--- config.mk ---
export PLATFORM = sky130hd
export DESIGN_NAME = esb_port
export DESIGN_NICKNAME = d
export VERILOG_FILES = /design/src/design/esb_pkg.sv /design/src/design/esb_port.sv
export SDC_FILE = /design/constraint.sdc
export NUM_CORES = 1
export LEC_CHECK = 0
export BUFFER_PORTS_ARGS = -buffer_cell sky130_fd_sc_hd__buf_2
export CORE_UTILIZATION = 55
export DETAILED_ROUTE_END_ITERATION = 10
export GPL_TIMING_DRIVEN = 0
export PLACE_DENSITY = 0.81
export SYNTH_ARGS = -nofsm -noshare
export SYNTH_HDL_FRONTEND = slang
export SYNTH_SLANG_ARGS = --single-unit
--- constraint.sdc ---
create_clock -name clock -period 6 [get_ports clock]
set_clock_uncertainty 0.05 [all_clocks]
set_input_delay 0.6 -clock clock [delete_from_list [all_inputs] [get_ports clock]]
set_output_delay 0.6 -clock clock [all_outputs]
set_load 0.1 [all_outputs]
--- src/design/esb_pkg.sv ---
// shared constants and carrier types for the external slave bus port
package esb_pkg;
    localparam int          CLK_MHZ        = 100;
    localparam int          BUS_MAX_MHZ    = 80;
    localparam int          BUS_MIN_PER_PS = 12500;
    localparam int          SYS_PER_PS     = 1000000 / CLK_MHZ;
    // least period rounds up to whole system cycles, then to an even divide
    localparam int          DIV_RAW        = (BUS_MIN_PER_PS + SYS_PER_PS - 1) / SYS_PER_PS;
    localparam int          DIV_HALF       = (DIV_RAW + 1) / 2;
    localparam logic [3:0]  HALF_CNT       = 4'(DIV_HALF);
    localparam int          NUM_CS         = 6;
    localparam int          ADDR_W         = 24;
    localparam int          DATA_W         = 32;
    localparam int          LANES          = 4;
    localparam logic [1:0]  WID_8          = 2'h0;
    localparam logic [1:0]  WID_16         = 2'h1;
    localparam logic [1:0]  WID_32         = 2'h2;
    localparam logic [2:0]  BOOT_CS        = 3'h0;
    localparam logic [3:0]  LANES_ALL      = 4'hf;
    localparam logic [3:0]  LANES_0        = 4'h1;
    localparam logic [3:0]  LANES_01       = 4'h3;

    typedef struct packed {
        logic [31:0] addr;
        logic [31:0] wdata;
        logic [2:0]  cs;
        logic        rd;
        logic [3:0]  lanes;
    } esb_req_t;

    typedef struct packed {
        logic [23:0] addr;
        logic [31:0] dout;
        logic        doe;
        logic [5:0]  cs_n;
        logic        rnw;
        logic        ts;
        logic [3:0]  lane_en;
        logic        oe_n;
    } esb_pins_t;

    typedef enum logic [1:0] { ST_IDLE, ST_ADDR, ST_DATA, ST_HOLD } esb_state_t;
endpackage

--- src/design/esb_port.sv ---
// external slave bus master port: pins, clock divider and transfer sequencer
module esb_port
    import esb_pkg::*;
(
    input  wire logic              clock,
    input  wire logic              nrst,
    input  wire logic              req_valid,
    output logic                   req_ready,
    input  wire esb_req_t          req,
    output logic                   rsp_valid,
    output logic [DATA_W-1:0]      rsp_rdata,
    input  wire logic [NUM_CS-1:0] cs_to_sdram,
    input  wire logic [1:0]        boot_width,
    input  wire logic [1:0]        hold_ext,
    input  wire logic              sample_fall,
    input  wire logic              sdram_req,
    output logic                   sdram_grant,
    output logic                   bus_clock_out,
    output logic                   sdram_clock_out,
    output esb_pins_t              pins,
    input  wire logic [DATA_W-1:0] din,
    input  wire logic              transfer_ack_n
);
    // divider state
    logic [3:0]  div_q, div_d;
    logic        bclk_q, bclk_d;
    logic        rise, fall;

    // divider: half period rounded up keeps the bus clock at or below its limit
    always_comb begin
        div_d  = div_q + 4'h1;
        bclk_d = bclk_q;
        if (div_q == HALF_CNT - 4'h1) begin
            div_d  = 4'h0;
            bclk_d = ~bclk_q;
        end
    end
    assign rise = (div_q == HALF_CNT - 4'h1) && !bclk_q;
    assign fall = (div_q == HALF_CNT - 4'h1) && bclk_q;

    always_ff @(posedge clock) begin
        if (!nrst) begin
            div_q  <= 4'h0;
            bclk_q <= 1'b0;
        end else begin
            div_q  <= div_d;
            bclk_q <= bclk_d;
        end
    end
    assign bus_clock_out   = bclk_q;
    assign sdram_clock_out = bclk_q;

    // pin inputs pass three flops; a change counts once stages two and three agree
    logic [DATA_W:0] s1_q, s2_q, s3_q, in_q, in_d;
    always_comb begin
        in_d = in_q;
        if (s2_q == s3_q) in_d = s3_q;
    end
    always_ff @(posedge clock) begin
        if (!nrst) begin
            s1_q <= '1;
            s2_q <= '1;
            s3_q <= '1;
            in_q <= '1;
        end else begin
            s1_q <= {transfer_ack_n, din};
            s2_q <= s1_q;
            s3_q <= s2_q;
            in_q <= in_d;
        end
    end
    logic ack_now;
    logic smp;
    assign ack_now = !in_q[DATA_W];
    assign smp     = sample_fall ? fall : rise;

    // sequencer state
    esb_state_t  st_q, st_d;
    esb_req_t    r_q, r_d;
    esb_pins_t   p_q, p_d;
    logic [1:0]  hold_q, hold_d;
    logic        own_q, own_d;
    logic        rv_q, rv_d;
    logic        got_q, got_d; // ack caught on a falling edge, waiting for the next rise
    logic [31:0] rd_q, rd_d;
    logic [3:0]  lanes;

    // boot select width narrows the lanes it uses
    always_comb begin
        lanes = req.lanes;
        if (req.cs == BOOT_CS) begin
            case (boot_width)
                WID_8:   lanes = req.lanes & LANES_0;
                WID_16:  lanes = req.lanes & LANES_01;
                default: lanes = req.lanes & LANES_ALL;
            endcase
        end
    end

    assign req_ready   = (st_q == ST_IDLE) && rise && !sdram_req && !cs_to_sdram[req.cs];
    assign sdram_grant = !own_q;

    // transfer sequencer; outputs only move on bus clock edges
    always_comb begin
        st_d   = st_q;
        r_d    = r_q;
        p_d    = p_q;
        hold_d = hold_q;
        own_d  = own_q;
        rv_d   = 1'b0;
        rd_d   = rd_q;
        got_d  = got_q;
        case (st_q)
            ST_IDLE: begin
                own_d = 1'b0;
                if (req_valid && req_ready) begin
                    r_d           = req;
                    r_d.lanes     = lanes;
                    own_d         = 1'b1;
                    p_d.addr      = req.addr[ADDR_W-1:0];
                    p_d.dout      = req.addr;
                    p_d.doe       = 1'b1;
                    p_d.cs_n      = '1;
                    p_d.cs_n[req.cs] = 1'b0;
                    p_d.rnw       = req.rd;
                    p_d.ts        = 1'b1;
                    p_d.lane_en   = 4'h0;
                    p_d.oe_n      = 1'b1;
                    st_d          = ST_ADDR;
                end
            end
            ST_ADDR: if (rise) begin
                p_d.ts      = 1'b0;
                p_d.dout    = r_q.wdata;
                p_d.doe     = !r_q.rd;
                p_d.lane_en = r_q.lanes;
                p_d.oe_n    = !r_q.rd;
                st_d        = ST_DATA;
            end
            ST_DATA: begin
                // inputs may be taken on the fall, but pins still only move on a rise
                if (smp && ack_now) begin
                    rd_d  = in_q[DATA_W-1:0];
                    got_d = 1'b1;
                end
                if (rise && (got_q || (smp && ack_now))) begin
                    got_d       = 1'b0;
                    rv_d        = 1'b1;
                    p_d.cs_n    = '1;
                    p_d.oe_n    = 1'b1;
                    p_d.lane_en = 4'h0;
                    p_d.doe     = 1'b0;
                    hold_d      = hold_ext;
                    st_d        = ST_HOLD;
                end
            end
            ST_HOLD: if (rise) begin
                // address kept for the extra cycles, then released
                if (hold_q == 2'h0) begin
                    own_d = 1'b0;
                    st_d  = ST_IDLE;
                end else begin
                    hold_d = hold_q - 2'h1;
                end
            end
            default: st_d = ST_IDLE;
        endcase
    end

    always_ff @(posedge clock) begin
        if (!nrst) begin
            st_q   <= ST_IDLE;
            r_q    <= '0;
            p_q    <= '{addr: '0, dout: '0, doe: 1'b0, cs_n: '1, rnw: 1'b1,
                        ts: 1'b0, lane_en: 4'h0, oe_n: 1'b1};
            hold_q <= 2'h0;
            own_q  <= 1'b0;
            rv_q   <= 1'b0;
            rd_q   <= '0;
            got_q  <= 1'b0;
        end else begin
            st_q   <= st_d;
            r_q    <= r_d;
            p_q    <= p_d;
            hold_q <= hold_d;
            own_q  <= own_d;
            rv_q   <= rv_d;
            rd_q   <= rd_d;
            got_q  <= got_d;
        end
    end

    assign pins      = p_q;
    assign rsp_valid = rv_q;
    assign rsp_rdata = rd_q;
endmodule // esb_port

==> Word-level counts from Yosys, hierarchy flattened <==
Index checks and enable logic that the tools add are counted.
{ "word_totals": {"output_inout_bits": 107, "input_bits": 120, "elab_cells": 113, "register_bits": 283} }
{ "op_classes": {"n_bitwise": 3, "eq_ne": 11, "magnitude_cmp": 2, "mux": 34, "add_sub_neg": 2, "reduce_logical": 38} }
{ "op_table": {"columns": ["operator", "n"], "rows": [
  ["case mux 32 bit (2 select lines)", 1],
  ["two-way mux 46 bit", 1],
  ["equality test 33 bit", 1],
  ["two-way mux 33 bit", 1],
  ["two-way mux 2 bit", 8],
  ["case mux 5 bit (3 select lines)", 1],
  ["case mux 6 bit (2 select lines)", 1],
  ["!= test 2 bit, second input constant", 5],
  ["nonzero test 2 bit", 5],
  ["logical AND 1 bit", 9],
  ["two-way mux 1 bit", 9],
  ["AND reduction 3 bit", 3],
  ["case mux 2 bit (4 select lines)", 1],
  ["case mux 4 bit (2 select lines)", 1],
  ["AND reduction 2 bit", 4],
  ["AND reduction 4 bit", 2],
  ["two-way mux 7 bit", 1],
  ["logical NOT 1 bit", 6],
  ["logical NOT 2 bit", 3],
  ["two-way mux 6 bit", 1],
  ["NOT 6 bit", 1],
  ["two-way mux 5 bit", 1],
  ["AND reduction 5 bit", 1],
  ["adder 4 x 1 -> 4 bit, second input constant", 1],
  ["18 further kinds", 22]
]} }

==> Longest topological paths before layout <==
Gate-level depths: netlist (run 1).
{ "depth": {"ltp_word": 8, "depth_mapped": 10, "ltp_nobuf": 7} }

==> Least setup slack after synthesis (run 1) <==
Ideal clock, no wire load.
{ "synth_timing": {"path_type": "register -> output", "start": "reg bclk_q (netlist: bus_clock_out)", "end": "out req_ready", "setup_slack_ps": 2150, "required_time_ps": 5350, "path_buffers": 1, "stages_incl_launch_ff": 6, "arrival_time_ps": 3200, "path_cell_list": "dfxtp_1 > or4b_1 > buf_2 > nor3_4 > nand2_1 > a21oi_1"} }
{ "synth_via": {"elab_chain_len": 5} }
{ "synth_rtl": {"columns": ["element", "line_no", "rtl"], "rows": [
  ["start, declared", "esb_port.sv:26", "logic bclk_q, bclk_d;"],
  ["start signal, assigned", "esb_port.sv:47", "bclk_q <= bclk_d;"],
  ["logical NOT 1 bit", "esb_port.sv:38", "assign rise = (div_q == HALF_CNT - 4'h1) && !bclk_q;"],
  ["logical AND 1 bit", "esb_port.sv:38", null],
  ["logical AND 1 bit (3 in series)", "esb_port.sv:100", "assign req_ready = (st_q == ST_IDLE) && rise && !sdram_req && !cs_to_sdram[req.cs];"],
  ["end, declared", "esb_port.sv:8", "output logic req_ready,"]
]} }
No other way between the ends.

==> Worst setup path after layout (run 1) <==
{ "layout_timing": {"start": "reg div_q[0]", "end": "out req_ready"} }
{ "layout_via": {"elab_chain_len": 5} }
{ "layout_rtl": {"columns": ["element", "line_no", "rtl"], "rows": [
  ["start, declared", "esb_port.sv:25", "logic [3:0] div_q, div_d;"],
  ["start signal, assigned", "esb_port.sv:46", "div_q <= div_d;"],
  ["logical NOT 4 bit", "esb_port.sv:38", null],
  ["logical AND 1 bit", "esb_port.sv:38", null],
  ["logical AND 1 bit (3 in series)", "esb_port.sv:100", null]
]} }
No other way between the ends.

==> results of run 1 <==
-- through the flow --
stage          instances  util (%)
2_1_floorplan       1074         -
3_3_place_gp        1533      64.0
3_5_place_dp        1533      64.0
4_1_cts             1582      68.6
5_1_grt             1585      68.7
6_report            1585      68.7
-- layer usage --
layer | global-route usage (%) | part of all wire [%] | wire length (um) | up-vias
li1 | - | - | - | 4113
met1 | 33.3 | 46 | 11400 | 3746
met4 | 9.73 | 3.5 | 868 | 0
met5 | 0 | 0 | 0 | -
met2 | 39.8 | 45 | 11100 | 256
met3 | 3.94 | 5.5 | 1360 | 57
-- cells by family (layout without fill, tap and decap cells) --
kind of cell,after synthesis,in the layout,synth area share (%)
adder cells (fa/ha/maj),8,8,0.945
buffers and inverters,87,361,3.21
XOR/XNOR,35,35,2.89
multiplexers,39,39,3.69
AO/OA/AOI/OAI,209,209,15.8
AND/OR/NAND/NOR,413,413,20.0
other,0,3,0
flip-flops,283,283,53.5
-- how the worst min path moves through the flow --
stage,from,endpoint,slack [ps],depth (start not counted)
final,din[28],s1_q[28],210,2
after global routing,din[28],s1_q[28],200,2
after global placement,s1_q[21],s2_q[21],340,1
after detailed placement,s1_q[14],s2_q[14],340,1
after floorplan,s1_q[0],s2_q[0],340,1
after CTS,din[4],s1_q[4],190,2
-- sequential cells by signal, summed over array words and instances (netlist names), 2 cells and up --
name / flops
in_q: 33
hold_q: 2
s3_q: 33
s2_q: 33
r_q: 37
st_q: 2
rsp_rdata: 32
pins: 70
div_q: 4
s1_q: 33
-- report_power, final --
group,switching (mW),total [mW],leakage [nW],internal (mW)
combinational,1.21,1.53,2.33,0.325
sequential,0.0913,2.14,2.31,2.05
clock,0.682,1.65,0.431,0.970
total,1.98,5.32,5.07,3.34
-- critical path, delay by kind of cell, from the launching register on --
kind                       cells  cell delay (ps)
and+or+nand+nor                3              750
AOI/OAI and AO/OA              1              130
buffers and inverters          3              700
adders and majority gates      1              200
DFF                            1              320
-- layout make-up --
| type | count | area [um2] |
|---|---|---|
| diodes | 3 | 7.51 |
| inverters | 14 | 52.6 |
| well taps | 234 | 293 |
| multi-input cells | 704 | 4590 |
| clock buffers | 44 | 820 |
| plain buffers | 73 | 288 |
| clock inverters | 5 | 50.0 |
| flip-flops and latches | 283 | 5670 |
| fillers | 1523 | 5880 |
| repair buffers | 225 | 1130 |
-- placed cells by master (no fill, tap or decap), drive strengths merged, types with 34 or more instances in the layout --
master / n
nor2b: 68
a21boi: 101
o221a: 34
dfxtp: 283
mux2i: 39
clkbuf: 107
nand2b: 102
buf: 235
nand2: 196
-- synthesized netlist by cell type, types with 9 or more instances --
cell	count	share of area (%)
o21ai_0	14	0.66
o221a_2	30	3.2
nand2_1	196	6.9
nor2b_1	68	4.0
inv_1	14	0.50
o21a_1	32	2.3
xor2_1	32	2.6
dfxtp_1	283	53
nand2b_1	102	6.0
mux2i_1	39	3.7
clkbuf_1	63	2.2
a21boi_0	101	7.2
nand3_1	9	0.43
==> summary.md, run 1 <==
| Metric | Value |
|---|---|
| CTS buffer count | 27 |
| Worst setup margin | between 2000 and 3000 ps |
| # hold bufs at CTS | 0 |
| End point of the critical path | req_ready |
| Hold WS | between 200 and 250 ps |
| Final Cycle Share | 54.8% |
| DR WL/cell | ~16 um |
| Syn nets | 1202 |
| Least-Margin Pin Slew | 862 ps |
| Die area | just under 20000 um2 |
| Overall Power | about 5.3 mW |
| CP arrival | approximately 2600 ps |
| Leading register cell type out of synthesis | dfxtp_1 |
| Vias | a little over 8000 |
| DRC violations left | 0 |
| Layout area overhead | 21.7% |
| Total grt overflow | 0 |
| Slowest CP cell | or4b_1 |
| Placement Cell Area | 12000 um2 |
| FMAX | about 0.30 GHz |
| Origin of the worst setup path | div_q[0] |
| Unrepaired setup endpoints after global routing | no |
| Number of max-cap violations | 0 |
| Setup_tns | 0 ps |
| CTS tree | done |
| Slew Limit Fails | 0 |
| Die width | 141 um |
| Largest net degree at the start of global routing | 15 |
| Cell Chain, Critical Path | inv_1, ha_1, or4b_1, buf_2, nor3_4, nand2_1, a21oi_1, buf_2 |
| Routed vias/inst | 5.16 |
| Peak supply drop | 0.333 mV |
| Fin nets | ~1500 |
| GPL Wtd Cong | 0.848 |
| Synth Area per Inst | 9.86 um2 |
| DRT Wirelength | 24700 um |
| Leakage power | 5.07 nW |
| Post-synth EDFFs | 0 |
| Status | completed |
| IO Count | 227 |
| Yosys cell types | 54 |
| Max_slew headroom | 41.7% |
| Ys Warns | 0 |
| Port buffer count | 225 |
| Tmin final | 3290 ps |
| Post-Synthesis Cells | 1074 |
| Worst R2R Setup Slack | 2760 ps |
| Sequential element share of the synthesized area | 53.5% |
| Final Hold Fails | 0 |
| Row count | 50 |
| DP Worst Slack | around 2900 ps |
| Vias in the first global route | between 7000 and 8000 |
| Crit path capture type | output port |
| Initial core utilization | 56.4% |
| CP Class | reg2out |
| Max H-tree Level | 1 |
| Total GRT Usage | between 20% and 30% |
| Fraction of layout cells with a size suffix above 1 | roughly 23% |
| DRT iter0 DRCs | approximately 500 |
| Initial DRT Pass Iterations | 5 |
| CP max FO | 7 |
| R2r startpoint | div_q[0] |
| Setup violators final | 0 |
| Clock Sinks | 283 |
| Flops & latches, synth | roughly 280 |
| Design Area, Final | 12900 um2 |
| Root buf cell | clkbuf_16 |
| Synthesized area | 10600 um2 |
| Critical Path RT | around 5400 ps |
| Pwr dens | 413 nW/um2 |
| PostCTS Resize Cnt | 0 |
| Die Ht | 141 um |
| Placed wire-length estimate | 18400 um |
| Clk_lat worst skew | 520 ps |
| CP Launch Type | register |
| Fraction of registers with async set/reset | 0% |
| Post-route antenna net violation count | 0 |
| Cell repeated most along the worst path | buf_2 |
| Post-CTS Setup Inserts | 0 |
| Reg2reg end | pins[32] |
| Antenna violations before repair | 3 |
| Clock buffer depth | 3 |
| Worst r2r path cells | 8 |
| Hold crit path type | in2reg |
| Worst path max stage delay | ~450 ps |
| Core ar. | 18800 um2 |
| First-pass GRT wire length | roughly 39000 um |
| Clock-pin slew on the worst setup and hold paths | 60 ps |
(Power assumes the default switching activity.)
==> inputs of run 2 (changes only) <==
ABC_AREA = 1   (was not set)
CORE_UTILIZATION = 49   (was 55)
PLACE_DENSITY = 0.77   (was 0.81)
clock period = 2.8 ns   (was 6 ns; I/O delays follow)
==> summary.md, run 2 <==
| Metric | Value |
|---|---|
| Most frequent cell after synthesis | dfxtp_1 |
| Clock Sinks | between 200 and 300 |
| Total grt overflow | 0 |
| CP Class | reg2out |
| Finished Layout Cells | 2020 |
| Leakage power | 6.58 nW |
| CP arrival | 2130 ps |
| Die width | 150 um |
| Core Util, Final | 66.5% |
| Synthesized area | 10700 um2 |
| Post-synthesis adder-cell area fraction | 0.933% |
| Post-CTS Setup Inserts | 0 |
| Number of max-cap violations | 0 |
| R2r startpoint | st_q[0] |
| CTS tree | done |
| Unrepaired setup endpoints after global routing | no |
| CP Launch Type | register |
| Hold EP | pins[45] |
| Clock buffer depth | 3 |
| Flops & latches, synth | 283 |
| IO Count | 227 |
| Fraction of registers with async set/reset | 0% |
| CP max FO | 4 |
| Tmin final | 2460 ps |
| Most frequent cells in the layout | dfxtp_1, nand2_1, buf_2, nor2_1, nand3_1 |
| Slowest CP cell | buf_2 |
| Peak supply drop | 0.576 mV |
| Least-Margin Pin Slew | just over 700 ps |
| Most common cell after layout, fill and taps aside | dfxtp_1 |
| Simple-Gate Fraction of Synth Area | 29.6% |
| Clk_lat worst skew | roughly 540 ps |
| Overall Power | approximately 12 mW |
| Multiplexer share of the synthesized area | 0% |
| Pwr dens | between 800 and 900 nW/um2 |
| Placement Cell Area | 12200 um2 |
| Die area | 22500 um2 |
| GPL Wtd Cong | 0.924 |
| Final Hold Fails | 0 |
| Clock power frac | 31.1% |
| Top cell type's share of synthesized area | 52.8% |
| Reg2reg end | pins[36] |
| Layout area overhead | 31.4% |
| Design Area, Final | 14100 um2 |
| First-pass GRT wire length | 46100 um |
| Largest net degree at the start of global routing | 15 |
| Core ar. | between 20000 and 25000 um2 |
| Worst path max stage delay | 450 ps |
| Critical Path RT | between 2000 and 2500 ps |
| Worst R2R Setup Slack | 480 ps |
| Placed wire-length estimate | 19500 um |
| Vias | 9915 |
| Cell Chain, Critical Path | inv_1, ha_1, inv_1, nor2_1, nand2_1, nor4_4, buf_2 |
| Yosys cell types | 34 |
| Worst r2r path cells | 13 |
| Crit path capture type | output port |
| Setup violators final | 0 |
| DRT Wirelength | between 20000 and 30000 um |
| Syn nets | 1504 |
| Largest family of logic cells by synthesized area | simple AND/OR/NAND/NOR gates |
| Area leader, netlist | dfxtp_1 |
| Post-Synthesis Cells | 1376 |
| XOR/XNOR Fraction of Synth Area | 2.20% |
| Antenna violations before repair | 0 |
| Fraction of layout cells with a size suffix above 1 | 23.3% |
| Row count | 53 |
| Buf/Inv on CP | 3 |
| Combinational Power Share | 32.0% |
| Post-synth EDFFs | 0 |
| Sequential element share of the synthesized area | between 50% and 60% |
| Vias in the first global route | 9504 |
| Leading register cell type out of synthesis | dfxtp_1 |
| Cell repeated most along the worst path | inv_1 |
| Share of power burned in registers | 36.9% |
| FMAX | just over 0.4 GHz |
| Initial core utilization | 50.6% |
| Slew Limit Fails | 0 |
| Routed vias/inst | 4.91 |
| Sw frac | between 30% and 40% |
| Total GRT Usage | roughly a quarter |
| Largest register FFs | 70 |
| Cell count after placement | 1877 |
| DR WL/cell | about 14 um |
| Top delay family on crit path | buffers and inverters |
| Die Ht | approximately 150 um |
| Initial DRT Pass Iterations | 8 |
| Setup_tns | 0 ps |
| Status | completed |
| Synth top area cells | dfxtp_1, nand2_1, nor2_1 |
| Root buf cell | clkbuf_16 |
| Port buffer count | roughly 230 |
| Net Sw Power | 4.80 mW |
| Final Cycle Share | between 80 and 90% |
| Cell Int Power | 7.59 mW |
| Ys Warns | 0 |
| Synth Area per Inst | around 8 um2 |
| DRT iter0 DRCs | 664 |
| Min-Delay Startpoint | req[71] |
| Max H-tree Level | 1 |
| Hold Path Stages | 5 |
| Max_slew headroom | between 50% and 60% |
| Post-route antenna net violation count | 0 |
| DRC violations left | 0 |
| PostCTS Resize Cnt | 0 |
| Hold crit path type | in2reg |
| Commonest cells in the netlist | dfxtp_1, nand2_1, nor2_1, nand3_1, inv_1 |
| Fin nets | 1851 |
| Clock-pin slew on the worst setup and hold paths | roughly 70 ps |
| Compound-Gate Fraction of Synth Area | under 10% |
| CTS buffer count | 28 |
==> run 2: cell types whose count changed after synthesis, sizes merged, moves of 68 or more <==
cell	before	now
nand2	196	282
nand3	10	118
or2	1	95
nor2	3	207
a21boi	101	1
inv	14	109
nor2b	68	0
nand2b	102	1
==> run 2: worst max-delay path by stage <==
stage             startpoint   endpoint  slack (ps)  depth (start not counted)
3_5_place_dp         st_q[0]    pins[0]         590                         11
4_1_cts             div_q[0]  req_ready         320                          7
5_1_grt              st_q[1]  req_ready         190                          7
3_3_place_gp         st_q[0]   pins[34]         650                         12
2_1_floorplan  bus_clock_out  req_ready         350                          3
6_report             st_q[0]  req_ready         340                          7
==> run 2: cell type report <==
class / instances / area (um2)
multi-input cells: 907 / 4300
flip-flops and latches: 283 / 5670
fillers: 1725 / 7120
diodes: 1 / 2.50
repair buffers: 317 / 2040
plain buffers: 77 / 370
clock buffers: 42 / 865
well taps: 275 / 344
clock inverters: 9 / 98.8
inverters: 109 / 409
==> run 2: power groups by stage <==
stage / Clock, mW / Combinational [mW] / Sequential (mW)
6_report: 3.85 / 3.97 / 4.57
3_5_place_dp: 0 / 3.79 / 4.65
2_1_floorplan: 0 / 1.42 / 6.29
3_3_place_gp: 0 / 3.75 / 4.64
4_1_cts: 3.88 / 3.91 / 4.56
5_1_grt: 4.07 / 4.26 / 4.61
==> run 2: what timing repair did <==
item / 4_1_cts / 5_1_grt
hold endpoints to repair: 92 / 0
hold buffers: 91 / 0
endpoints found under the setup margin: 0 / 0
==> run 2: metrics by stage <==
step	setup WS, ps	hold WS [ps]
final	343	25.4
after global placement	648	347
after global routing	192	30.4
after floorplan	348	337
after CTS	318	12.7
after detailed placement	590	348
==> run 2: cells by family (layout without fill, tap and decap cells) <==
family	Yosys count	after routing
fa+ha+maj	8	8
flops	283	283
buf+inv	186	554
simple gates	720	720
compound gates	152	152
xor+xnor	27	27
other cells	0	1
==> run 2: routing by layer <==
layer  GRT usage (%)  routed length [um]
met1            33.6               12800
met2            41.4               13200
met3            4.60                1990
met4            10.7                1050
met5               0                   0
==> run 2: tightest hold or removal path, delay by kind of cell <==
family	cells	cell delay [ps]
simple gates	3	160
buf+inv	2	130
